$ cat src/inc/pcdim_params.svh
`ifndef PCDIM_PARAMS_SVH
`define PCDIM_PARAMS_SVH

// ----------------------------------------
// Clock
// ----------------------------------------
`define PCD_CLK_MHZ        250

// ----------------------------------------
// Dimming pulse timing
// ----------------------------------------
`define PCD_PLT_MIN_NS     200
`define PCD_PLT_CYC        ((`PCD_PLT_MIN_NS * `PCD_CLK_MHZ + 999) / 1000)
`define PCD_PHT_MIN_NS     200
`define PCD_PHT_CYC        ((`PCD_PHT_MIN_NS * `PCD_CLK_MHZ + 999) / 1000)

// ----------------------------------------
// Low time to shutdown
// ----------------------------------------
`define PCD_SHDN_MS        30
`define PCD_SHDN_CYC       (`PCD_SHDN_MS * `PCD_CLK_MHZ * 1000)
`define PCD_TMR_W          23

// ----------------------------------------
// Gain stage evaluation
// ----------------------------------------
`define PCD_EVAL_NS        1000
`define PCD_EVAL_CYC       ((`PCD_EVAL_NS * `PCD_CLK_MHZ) / 1000)
`define PCD_EVAL_W         8
`define PCD_HYS_MV         300

// ----------------------------------------
// Levels and widths
// ----------------------------------------
`define PCD_LVL_W          5
`define PCD_CODE_W         6
`define PCD_FULL_CODE      6'h20
`define PCD_LVL_ZERO       5'h0
`define PCD_LVL_ONE        5'h1
`define PCD_NCHAN          6
`define PCD_SENSE_W        5

`endif

$ cat src/inc/pcdim_pkg.sv
`include "pcdim_params.svh"

package pcdim_pkg;

  // Asynchronous sense inputs, analog comparators and host pins
  typedef struct packed {
    logic uvlo;        // Supply below lockout level
    logic reg_lost;    // Some channel out of regulation
    logic sup_ok_1x;   // Supply enough for 1x, hysteresis included
    logic duty;        // Duty-cycle gating input
    logic dim;         // Pulse dimming input
  } pcdim_sense_t;

  // Drive to the analog channel stage
  typedef struct packed {
    logic                   hiz;
    logic [`PCD_NCHAN-1:0]  en;
    logic [`PCD_CODE_W-1:0] code;
  } pcdim_chan_t;

  typedef enum logic [1:0] {
    PCD_ST_SHDN = 2'b01,
    PCD_ST_RUN  = 2'b10
  } pcdim_state_t;

  typedef enum logic [3:0] {
    PCD_G_1X00 = 4'b0001,
    PCD_G_1X33 = 4'b0010,
    PCD_G_1X50 = 4'b0100,
    PCD_G_2X00 = 4'b1000
  } pcdim_gain_t;

endpackage : pcdim_pkg

$ cat src/hw/pcdim_sync.sv
`timescale 1ns/1ns
`include "pcdim_params.svh"

module pcdim_sync
  import pcdim_pkg::*;
(
  input  wire logic         mclk,
  input  wire logic         nrst,
  input  wire pcdim_sense_t async_in,
  output pcdim_sense_t      sync_out
);

  pcdim_sense_t meta_ff;
  pcdim_sense_t sync_ff;

  // First stage feeds only the second
  always_ff @(posedge mclk or negedge nrst) begin
    if (!nrst) begin
      meta_ff <= '0;
      sync_ff <= '0;
    end else begin
      meta_ff <= async_in;
      sync_ff <= meta_ff;
    end
  end

  assign sync_out = sync_ff;

endmodule : pcdim_sync

$ cat src/hw/pcdim_lowtimer.sv
`timescale 1ns/1ns
`include "pcdim_params.svh"

module pcdim_lowtimer #(
  parameter int unsigned LIMIT = 1
) (
  input  wire logic mclk,
  input  wire logic nrst,
  input  wire logic clr,
  input  wire logic level_in,
  output logic      expired
);

  logic [`PCD_TMR_W-1:0] cnt_ff;
  logic                  exp_ff;

  // Any high level restarts the count
  always_ff @(posedge mclk or negedge nrst) begin
    if (!nrst) begin
      cnt_ff <= '0;
    end else if (clr || level_in || exp_ff) begin
      cnt_ff <= '0;
    end else begin
      cnt_ff <= cnt_ff + `PCD_TMR_W'(1);
    end
  end

  // Sticky until the level rises again or clr is raised
  always_ff @(posedge mclk or negedge nrst) begin
    if (!nrst) begin
      exp_ff <= 1'b0;
    end else if (clr || level_in) begin
      exp_ff <= 1'b0;
    end else if (cnt_ff == `PCD_TMR_W'(LIMIT - 1)) begin
      exp_ff <= 1'b1;
    end
  end

  assign expired = exp_ff;

endmodule : pcdim_lowtimer

$ cat src/hw/pcdim_top.sv
// Behaviour
// - Power-up selects 1x gain and stays there while channels regulate.
// - Loss of regulation steps gain one stage up: 1x, 1.33x, 1.5x, 2x.
// - Sufficient supply returns gain directly to 1x, never to a middle stage.
// - Leave and return levels for 1x differ by about 300 mV hysteresis.
// - Under-voltage lockout disables all channels and enters shutdown.
// - First dimming rising edge after reset or shutdown enables at full scale.
// - Each later rising edge lowers the shared level by one thirty-second.
// - After 31 pulses the next rising edge wraps back to full scale.
// - Rising edges after a too-short low phase are ignored, except the edge that wakes from shutdown.
// - Dimming input low longer than 30 ms enters shutdown.
// - Duty input high passes the level to all six channels, low forces zero.
// - Duty input low longer than 30 ms also enters shutdown.
// - In shutdown all channel outputs are high impedance with zero current.
// - One level shared by all channels; dimming input enables and sets it.
`timescale 1ns/1ns
`include "pcdim_params.svh"

module pcdim_top
  import pcdim_pkg::*;
#(
  parameter int unsigned SHDN_CYC = `PCD_SHDN_CYC
) (
  input  wire logic         mclk,
  input  wire logic         nrst,
  input  wire pcdim_sense_t sense_in,
  output pcdim_chan_t       chan_out,
  output pcdim_gain_t       gain_mode,
  output logic [`PCD_LVL_W-1:0] pulse_count,
  output logic              shutdown
);

  // ----------------------------------------
  // Functions
  // ----------------------------------------
  // Current code is 32 - n in units of full scale / 32
  function automatic logic [`PCD_CODE_W-1:0] level_to_code(input logic [`PCD_LVL_W-1:0] lvl);
    level_to_code = `PCD_FULL_CODE - {1'b0, lvl};
  endfunction : level_to_code

  // Wrap written out so the lowest level is a visible end point
  function automatic logic [`PCD_LVL_W-1:0] level_next(input logic [`PCD_LVL_W-1:0] lvl);
    if (&lvl) begin
      level_next = `PCD_LVL_ZERO;
    end else begin
      level_next = lvl + `PCD_LVL_ONE;
    end
  endfunction : level_next

  function automatic logic state_is_shdn(input pcdim_state_t s);
    state_is_shdn = (s == PCD_ST_SHDN);
  endfunction : state_is_shdn

  function automatic pcdim_gain_t gain_step_up(input pcdim_gain_t g);
    unique case (g)
      PCD_G_1X00: gain_step_up = PCD_G_1X33;
      PCD_G_1X33: gain_step_up = PCD_G_1X50;
      PCD_G_1X50: gain_step_up = PCD_G_2X00;
      PCD_G_2X00: gain_step_up = PCD_G_2X00;
      default:    gain_step_up = PCD_G_1X00;
    endcase
  endfunction : gain_step_up

  // ----------------------------------------
  // Input synchronisation
  // ----------------------------------------
  pcdim_sense_t sense_s;

  pcdim_sync u_sync (
    .mclk     (mclk),
    .nrst     (nrst),
    .async_in (sense_in),
    .sync_out (sense_s)
  );

  // ----------------------------------------
  // Declarations
  // ----------------------------------------
  pcdim_state_t          state_ff;
  pcdim_state_t          nxt_state;
  pcdim_gain_t           gain_ff;
  pcdim_gain_t           nxt_gain;
  logic                  dim_q_ff;
  logic                  dim_rise;
  logic                  high_ok_ff;
  logic [`PCD_TMR_W-1:0] high_cnt_ff;
  logic                  low_ok;
  logic                  dim_dead;
  logic                  duty_dead;
  logic                  in_shdn;
  logic                  wake;
  logic                  go_shdn;
  logic                  step_ok;
  logic [`PCD_LVL_W-1:0] level_ff;
  logic [`PCD_EVAL_W-1:0] eval_cnt_ff;
  logic                  eval_tick;
  pcdim_chan_t           chan_ff;
  logic                  shdn_ff;
  logic                  shdn_next;
  pcdim_chan_t           nxt_chan;

  assign in_shdn = state_is_shdn(state_ff);

  // ----------------------------------------
  // Low-time timers
  // ----------------------------------------
  // Short timer qualifies dimming edges
  pcdim_lowtimer #(
    .LIMIT (`PCD_PLT_CYC)
  ) u_plt (
    .mclk     (mclk),
    .nrst     (nrst),
    .clr      (1'b0),
    .level_in (sense_s.dim),
    .expired  (low_ok)
  );

  // Held cleared in shutdown so wake-up starts a fresh count
  pcdim_lowtimer #(
    .LIMIT (SHDN_CYC)
  ) u_dim_to (
    .mclk     (mclk),
    .nrst     (nrst),
    .clr      (in_shdn),
    .level_in (sense_s.dim),
    .expired  (dim_dead)
  );

  pcdim_lowtimer #(
    .LIMIT (SHDN_CYC)
  ) u_duty_to (
    .mclk     (mclk),
    .nrst     (nrst),
    .clr      (in_shdn),
    .level_in (sense_s.duty),
    .expired  (duty_dead)
  );

  // ----------------------------------------
  // Dimming edge detection
  // ----------------------------------------
  always_ff @(posedge mclk or negedge nrst) begin
    if (!nrst) begin
      dim_q_ff <= 1'b0;
    end else begin
      dim_q_ff <= sense_s.dim;
    end
  end

  assign dim_rise = sense_s.dim & ~dim_q_ff;

  // High phase length; a runt high is not counted on its own but
  // its edge was already qualified by the preceding low, so this
  // only gates the next edge after a glitch-like high
  // The rise cycle itself counts, so a high of exactly the minimum passes
  always_ff @(posedge mclk or negedge nrst) begin
    if (!nrst) begin
      high_cnt_ff <= '0;
    end else if (!sense_s.dim) begin
      high_cnt_ff <= '0;
    end else if (!high_ok_ff || dim_rise) begin
      high_cnt_ff <= high_cnt_ff + `PCD_TMR_W'(1);
    end
  end

  // Cleared at a new edge, set once the high lasted long enough
  always_ff @(posedge mclk or negedge nrst) begin
    if (!nrst) begin
      high_ok_ff <= 1'b1;
    end else if (dim_rise) begin
      high_ok_ff <= 1'b0;
    end else if (sense_s.dim && high_cnt_ff == `PCD_TMR_W'(`PCD_PHT_CYC - 1)) begin
      high_ok_ff <= 1'b1;
    end
  end

  // Edge counts only after full low and high phases
  assign step_ok = dim_rise & low_ok & high_ok_ff;

  // ----------------------------------------
  // Operating state
  // ----------------------------------------
  assign wake    = in_shdn & dim_rise & ~sense_s.uvlo;
  assign go_shdn = sense_s.uvlo | dim_dead | duty_dead;

  always_comb begin
    nxt_state = state_ff;
    unique case (state_ff)
      PCD_ST_SHDN: begin
        if (wake) begin
          nxt_state = PCD_ST_RUN;
        end
      end
      PCD_ST_RUN: begin
        if (go_shdn) begin
          nxt_state = PCD_ST_SHDN;
        end
      end
      default: begin
        nxt_state = PCD_ST_SHDN;
      end
    endcase
  end

  always_ff @(posedge mclk or negedge nrst) begin
    if (!nrst) begin
      state_ff <= PCD_ST_SHDN;
    end else begin
      state_ff <= nxt_state;
    end
  end

  // ----------------------------------------
  // Pulse count
  // ----------------------------------------
  // Counts only while running; shutdown restarts at full scale
  always_ff @(posedge mclk or negedge nrst) begin
    if (!nrst) begin
      level_ff <= `PCD_LVL_ZERO;
    end else if (in_shdn) begin
      level_ff <= `PCD_LVL_ZERO;
    end else if (!go_shdn && step_ok) begin
      level_ff <= level_next(level_ff);
    end
  end

  // ----------------------------------------
  // Gain stage selection
  // ----------------------------------------
  always_ff @(posedge mclk or negedge nrst) begin
    if (!nrst) begin
      eval_cnt_ff <= '0;
    end else if (in_shdn || eval_tick) begin
      eval_cnt_ff <= '0;
    end else begin
      eval_cnt_ff <= eval_cnt_ff + `PCD_EVAL_W'(1);
    end
  end

  assign eval_tick = (eval_cnt_ff == `PCD_EVAL_W'(`PCD_EVAL_CYC - 1));

  // Hysteresis lives in the two comparator levels; the logic only
  // trusts sup_ok_1x for the way down, so a marginal supply
  // cannot make it toggle
  always_comb begin
    nxt_gain = gain_ff;
    if (in_shdn) begin
      nxt_gain = PCD_G_1X00;
    end else if (eval_tick) begin
      if (sense_s.sup_ok_1x) begin
        nxt_gain = PCD_G_1X00;
      end else if (sense_s.reg_lost) begin
        nxt_gain = gain_step_up(gain_ff);
      end
    end
  end

  always_ff @(posedge mclk or negedge nrst) begin
    if (!nrst) begin
      gain_ff <= PCD_G_1X00;
    end else begin
      gain_ff <= nxt_gain;
    end
  end

  // ----------------------------------------
  // Channel drive
  // ----------------------------------------
  // Driven from the next state so the pins move with the state register
  assign shdn_next = state_is_shdn(nxt_state);

  always_comb begin
    nxt_chan.hiz  = shdn_next;
    nxt_chan.en   = {`PCD_NCHAN{(nxt_state == PCD_ST_RUN) & sense_s.duty}};
    nxt_chan.code = level_to_code(level_ff);
  end

  always_ff @(posedge mclk or negedge nrst) begin
    if (!nrst) begin
      chan_ff.hiz  <= 1'b1;
      chan_ff.en   <= '0;
      chan_ff.code <= `PCD_FULL_CODE;
    end else begin
      chan_ff <= nxt_chan;
    end
  end

  always_ff @(posedge mclk or negedge nrst) begin
    if (!nrst) begin
      shdn_ff <= 1'b1;
    end else begin
      shdn_ff <= shdn_next;
    end
  end

  assign chan_out    = chan_ff;
  assign gain_mode   = gain_ff;
  assign pulse_count = level_ff;
  assign shutdown    = shdn_ff;

endmodule : pcdim_top

$ cat config.mk
export PLATFORM = sky130hd
export DESIGN_NAME = pcdim_top
export DESIGN_NICKNAME = d
export VERILOG_FILES = /design/src/inc/pcdim_pkg.sv /design/src/hw/pcdim_sync.sv /design/src/hw/pcdim_lowtimer.sv /design/src/hw/pcdim_top.sv
export VERILOG_INCLUDE_DIRS = /design/src /design/src/inc
export SDC_FILE = /design/constraint.sdc
export NUM_CORES = 1
export LEC_CHECK = 0
export ABC_AREA = 1
export BUFFER_PORTS_ARGS = -buffer_cell sky130_fd_sc_hd__buf_2
export CAP_MARGIN = 5
export CORE_ASPECT_RATIO = 1.75
export CORE_UTILIZATION = 65
export DETAILED_ROUTE_END_ITERATION = 10
export HOLD_SLACK_MARGIN = 0.06
export PLACE_DENSITY = 0.93
export SETUP_SLACK_MARGIN = 0.05
export SLEW_MARGIN = 15
export SYNTH_ARGS = -nofsm -noshare
export SYNTH_HDL_FRONTEND = slang
export SYNTH_SLANG_ARGS = --single-unit
$ cat constraint.sdc
create_clock -name mclk -period 2.5 [get_ports mclk]
set_input_delay 0.5 -clock mclk [delete_from_list [all_inputs] [get_ports mclk]]
set_output_delay 0.5 -clock mclk [all_outputs]
set_load 0.02 [all_outputs]
---- After elaboration in Yosys (flattened, before gate mapping) ----
Index checks and enable logic that the tools add are counted.
storage, ports and cells
  logic and storage cells ................. 103
  output and inout port bits .............. 23
  register bits ........................... 134
operators by class
  mux-type cells .......................... 25
  add/subtract/negate cells ............... 7
  reduce and logical (&&, ||, !) cells .... 21
  equality and inequality tests ........... 14
  bitwise gates (word level) .............. 10
operators with widths
  operator                                                                 number
  23-bit 2-to-1 mux                                                        5
  23-bit by 1-bit adder with 23-bit output (second input constant)         4
  23-bit equality test (second input constant)                             2
  23-bit by 6-bit equality test with 1-bit output (second input constant)  2
  4-bit 2-to-1 mux                                                         4
  5-bit 2-to-1 mux                                                         3
  4-bit one-hot mux with 3 select lines                                    1
  2-bit nonzero test                                                       6
  8-bit by 1-bit adder with 8-bit output (second input constant)           1
  8-bit equality test (second input constant)                              1
  1-bit 2-to-1 mux                                                         8
  8-bit 2-to-1 mux                                                         1
  1-bit logical OR                                                         7
  1-bit AND                                                                6
  6-bit by 5-bit subtractor with 6-bit output (first input constant)       1
  5-bit by 1-bit adder with 5-bit output (second input constant)           1
  5-bit AND reduction                                                      1
  2-bit by 1-bit equality test with 1-bit output (second input constant)   2
  2-bit equality test (second input constant)                              2
  4-bit by 1-bit equality test with 1-bit output (second input constant)   1
  4-bit by 2-bit equality test with 1-bit output (second input constant)   1
  4-bit by 3-bit equality test with 1-bit output (second input constant)   1
  4-bit equality test (second input constant)                              1
  2-bit 2-to-1 mux                                                         2
  9 further kinds                                                          13

---- Depth between registers and ports, before layout ----
  word-level depth ........................ 8
  gate-level depth with buffers ........... 9
  mapped depth without buffers ............ 8

---- Hierarchy ----
From an unflattened synthesis, not the netlist that was laid out.
second synthesis, totals
  cell total of the unflattened synthesis .. 975
  area, all modules ....................... 7,498.4 um2
by module, submodules not included
  module                         area an instance (um2)  seq. area each (um2)  cells each  times used
  pcdim_lowtimer (u_dim_to ...)  1,503.9                 600.6                 203         2
  pcdim_top                      2,798.9                 1,307.5               364         1
  pcdim_lowtimer (u_plt)         1,441.4                 600.6                 195         1
  pcdim_sync                     250.2                   250.2                 10          1

---- Least setup slack after synthesis ----
OpenSTA, ideal clock, no wires.
  path type ............................... reg2reg
  from .................................... reg state_ff[1]
  to ...................................... reg u_duty_to.cnt_ff[10]
  path slack .............................. 1,082 ps
  arrival time ............................ 1,337 ps
  stages on the path, launching flop included .. 10
  setup time .............................. 80 ps
  cell sequence ........................... dfrtp_1 inv_1 ha_1 buf_2 nor2_1 inv_1 nor2_1 inv_1 buf_4 nor3_2
on the way
  longest elaborated chain between the ends .. 4
ends and longest elaborated chain
  item                                            RTL line              RTL
  start, declared                                 pcdim_top.sv:79       pcdim_state_t state_ff;
  start signal, assigned                          pcdim_top.sv:209      state_ff <= nxt_state;
  2-bit by 1-bit equality test with 1-bit output  pcdim_top.sv:51       state_is_shdn = (s == PCD_ST_SHDN);
  1-bit logical OR (2 in series)                  pcdim_lowtimer.sv:21  end else if (clr || level_in || exp_ff) begin
  23-bit 2-to-1 mux                               pcdim_lowtimer.sv:21
  end signal, assigned                            pcdim_lowtimer.sv:24  cnt_ff <= cnt_ff + `PCD_TMR_W'(1);
  end, declared                                   pcdim_lowtimer.sv:14  logic [`PCD_TMR_W-1:0] cnt_ff;
Every way passes these cells.
A chain may end at the register's enable or synchronous reset.

---- Worst setup path after layout ----
  from .................................... reg state_ff[1]
  to ...................................... reg u_duty_to.cnt_ff[4]
Same word-level chain as after synthesis.

==> run metrics <==
outcome=completed; max_slew headroom=57.7%; die extent in y=143 um; max_cap viols=0; fraction of layout instances using a drive strength above 1=13.0%; leakage=3.69 nW; Overflow after GRT=0; crit path capture type=flip-flop; DRT iter0 DRCs=534; Yosys top cell area share=44.0%; peak supply drop=0.668 mV; Routed WL per cell=15.3 um; PostCTS Resize Cnt=0; H-tree depth=4; initial antenna violation count=0; CTS tree=yes; RD Place Congestion=0.931; Mapped Cells=958; sequential cell area fraction in the yosys report=45.8%; RSZ-0062 raised after global routing=false; clk sinks=134; ys flop type=dfrtp_1; Via Count=6755; post-synth cell types=35; Final setup viols=0; Worst Path Arrival=2390 ps; worst slack, placed=228 ps; IO Port Bufs=29; Layout Cells excl Fill=1139; Worst-Margin Slew=635 ps; Antenna Nets Post-Route=0; Synth top cells by count=198 x nand2_1, 183 x nor2_1, 129 x dfrtp_1; final worst-path cycle share=81.0%; die footprint=0.0117 mm2; Final Hold Vio Count=0; Avg Inst Size Synth=7.66 um2; first-pass GRT wire length=29100 um; Ys Warns=0; Clock transition at path regs=60 ps; Core Area=0.0110 mm2; Placed Cells=1107; Max Fanout on Critical Path=13; clock root buffer=clkbuf_16; dpl hpwl=11600 um; Required @ worst endpoint=2860 ps; max-slew violations=0; DR pass1 iterations=7; Worst R2R Setup Slack=480 ps; Ports=30; Post-CTS Setup Repair Bufs=0; Synth Cell Area=0.00733 mm2; initial core utilization=66.4%; skew final=11.7 ps; Period minus WS final=2020 ps; largest net degree at the start of global routing=70; total CTS buffers=17; most common cell in the synthesized netlist=nand2_1; Hold/Removal Path Class=input port to async pin; worst setup slack after layout=476 ps; diode count=0; CTS max path bufs=2; Pwr per Cell Area=697 mW/mm2; r2r worst-path depth=8; critical path class=flip-flop to flip-flop; gr usage total=32.7%; worst hold margin=77.2 ps; fill count=724; die width=82.3 um; area grow syn2layout=12.1%; Setup TNS Final=0 ps; row cnt=51; Post-synth ARST share=100%; Post-synth EDFFs=0; Post-Route WL=17400 um; Yosys reg bits=134; Clk Latency, worst-skew pair=430 ps; Max Clock Freq=494 MHz; largest area contributor in the netlist=dfrtp_1; Post-CTS Hold Fix Bufs=0; DRC viols=0; post-synthesis net count=978; Startpoint Class=flip-flop; Synth area leaders=dfrtp_1 44%, nand2_1 10%, nor2_1 9.4%, inv_1 5.7%, nand3_1 5.4%; Via density=5.93; fin nets=1014; number of global-route vias before repair=6805
worst max-delay path: stages, from the launching register on:
cell and delay (ps):
dfrtp_1 390, inv_1 60, ha_1 290, nor2_1 140, inv_1 70, nor2_2 360, inv_1 320, a21oi_1 190
o21a_1 130
cell type report:
class	count	area (um2)	share of cell area, %
well taps	132	165	2.01
clock inverters	12	175	2.13
clock buffers	20	457	5.56
repair buffers	34	201	2.45
multi-input cells	691	3430	41.7
inverters	116	435	5.30
flip-flops and latches	134	3360	40.9
power breakdown:
group | switching, mW | internal [mW] | total, mW
Clock | 0.956 | 1.72 | 2.67
Combinational | 0.497 | 0.188 | 0.685
Sequential | 0.0879 | 2.28 | 2.37
kinds of logic after synthesis:
family,synth area share [%]
flip-flops,45.8
AO/OA/AOI/OAI,6.84
AND/OR/NAND/NOR,36.3
XOR/XNOR,1.31
buffers and inverters,7.52
adder cells (fa/ha/maj),2.22
through the flow:
step / power, mW / cell area, um2 / util [%]
floorplan: 2.88 / 7330 / -
global placement: 3.03 / 7580 / 68.7
detailed placement: 3.07 / 7580 / 68.7
CTS: 5.74 / 8220 / 74.4
global route: 5.92 / 8220 / 74.5
finish: 5.73 / 8220 / 74.5
layout by cell type (no fill, tap or decap), types with 12 or more instances in the layout:
cell,instances
ha_1,13
clkbuf_16,17
a21oi_1,40
buf_2,28
nand3_1,79
nand2_2,16
inv_1,111
nor2_4,12
nor2_2,14
nand4_1,24
nand2_1,198
dfrtp_1,129
o21ai_0,27
nor3_1,23
nor2_1,182
sequential cells by signal, summed over array words and instances (netlist names), 5 cells and up:
signal            flops
high_cnt_ff          23
u_dim_to.cnt_ff      23
u_duty_to.cnt_ff     23
u_plt.cnt_ff         23
eval_cnt_ff           8
chan_out              7
pulse_count           5
u_sync.meta_ff        5
u_sync.sync_out       5
final timing paths:
path	from	endpoint
worst max-delay path	state_ff[1]$_DFF_PN0_	u_duty_to.cnt_ff[4]$_DFF_PN0_
worst min-delay path	nrst	u_plt.cnt_ff[17]$_DFF_PN0_
worst max register to register	state_ff[1]$_DFF_PN0_	u_duty_to.cnt_ff[4]$_DFF_PN0_
worst min register to register	u_sync.meta_ff[3]$_DFF_PN0_	u_sync.sync_out[3]$_DFF_PN0_
max in group asynchronous	nrst	gain_mode[0]$_DFFE_PN1P_
min in group mclk	sense_in[1]	u_sync.meta_ff[1]$_DFF_PN0_
layer usage:
metal / GRT usage, % / wire, um
met5: 0 / 0
met4: 25.2 / 1090
met3: 8.33 / 953
met2: 57.1 / 9300
met1: 31.2 / 6100
Power figures use the tool's default switching activity.
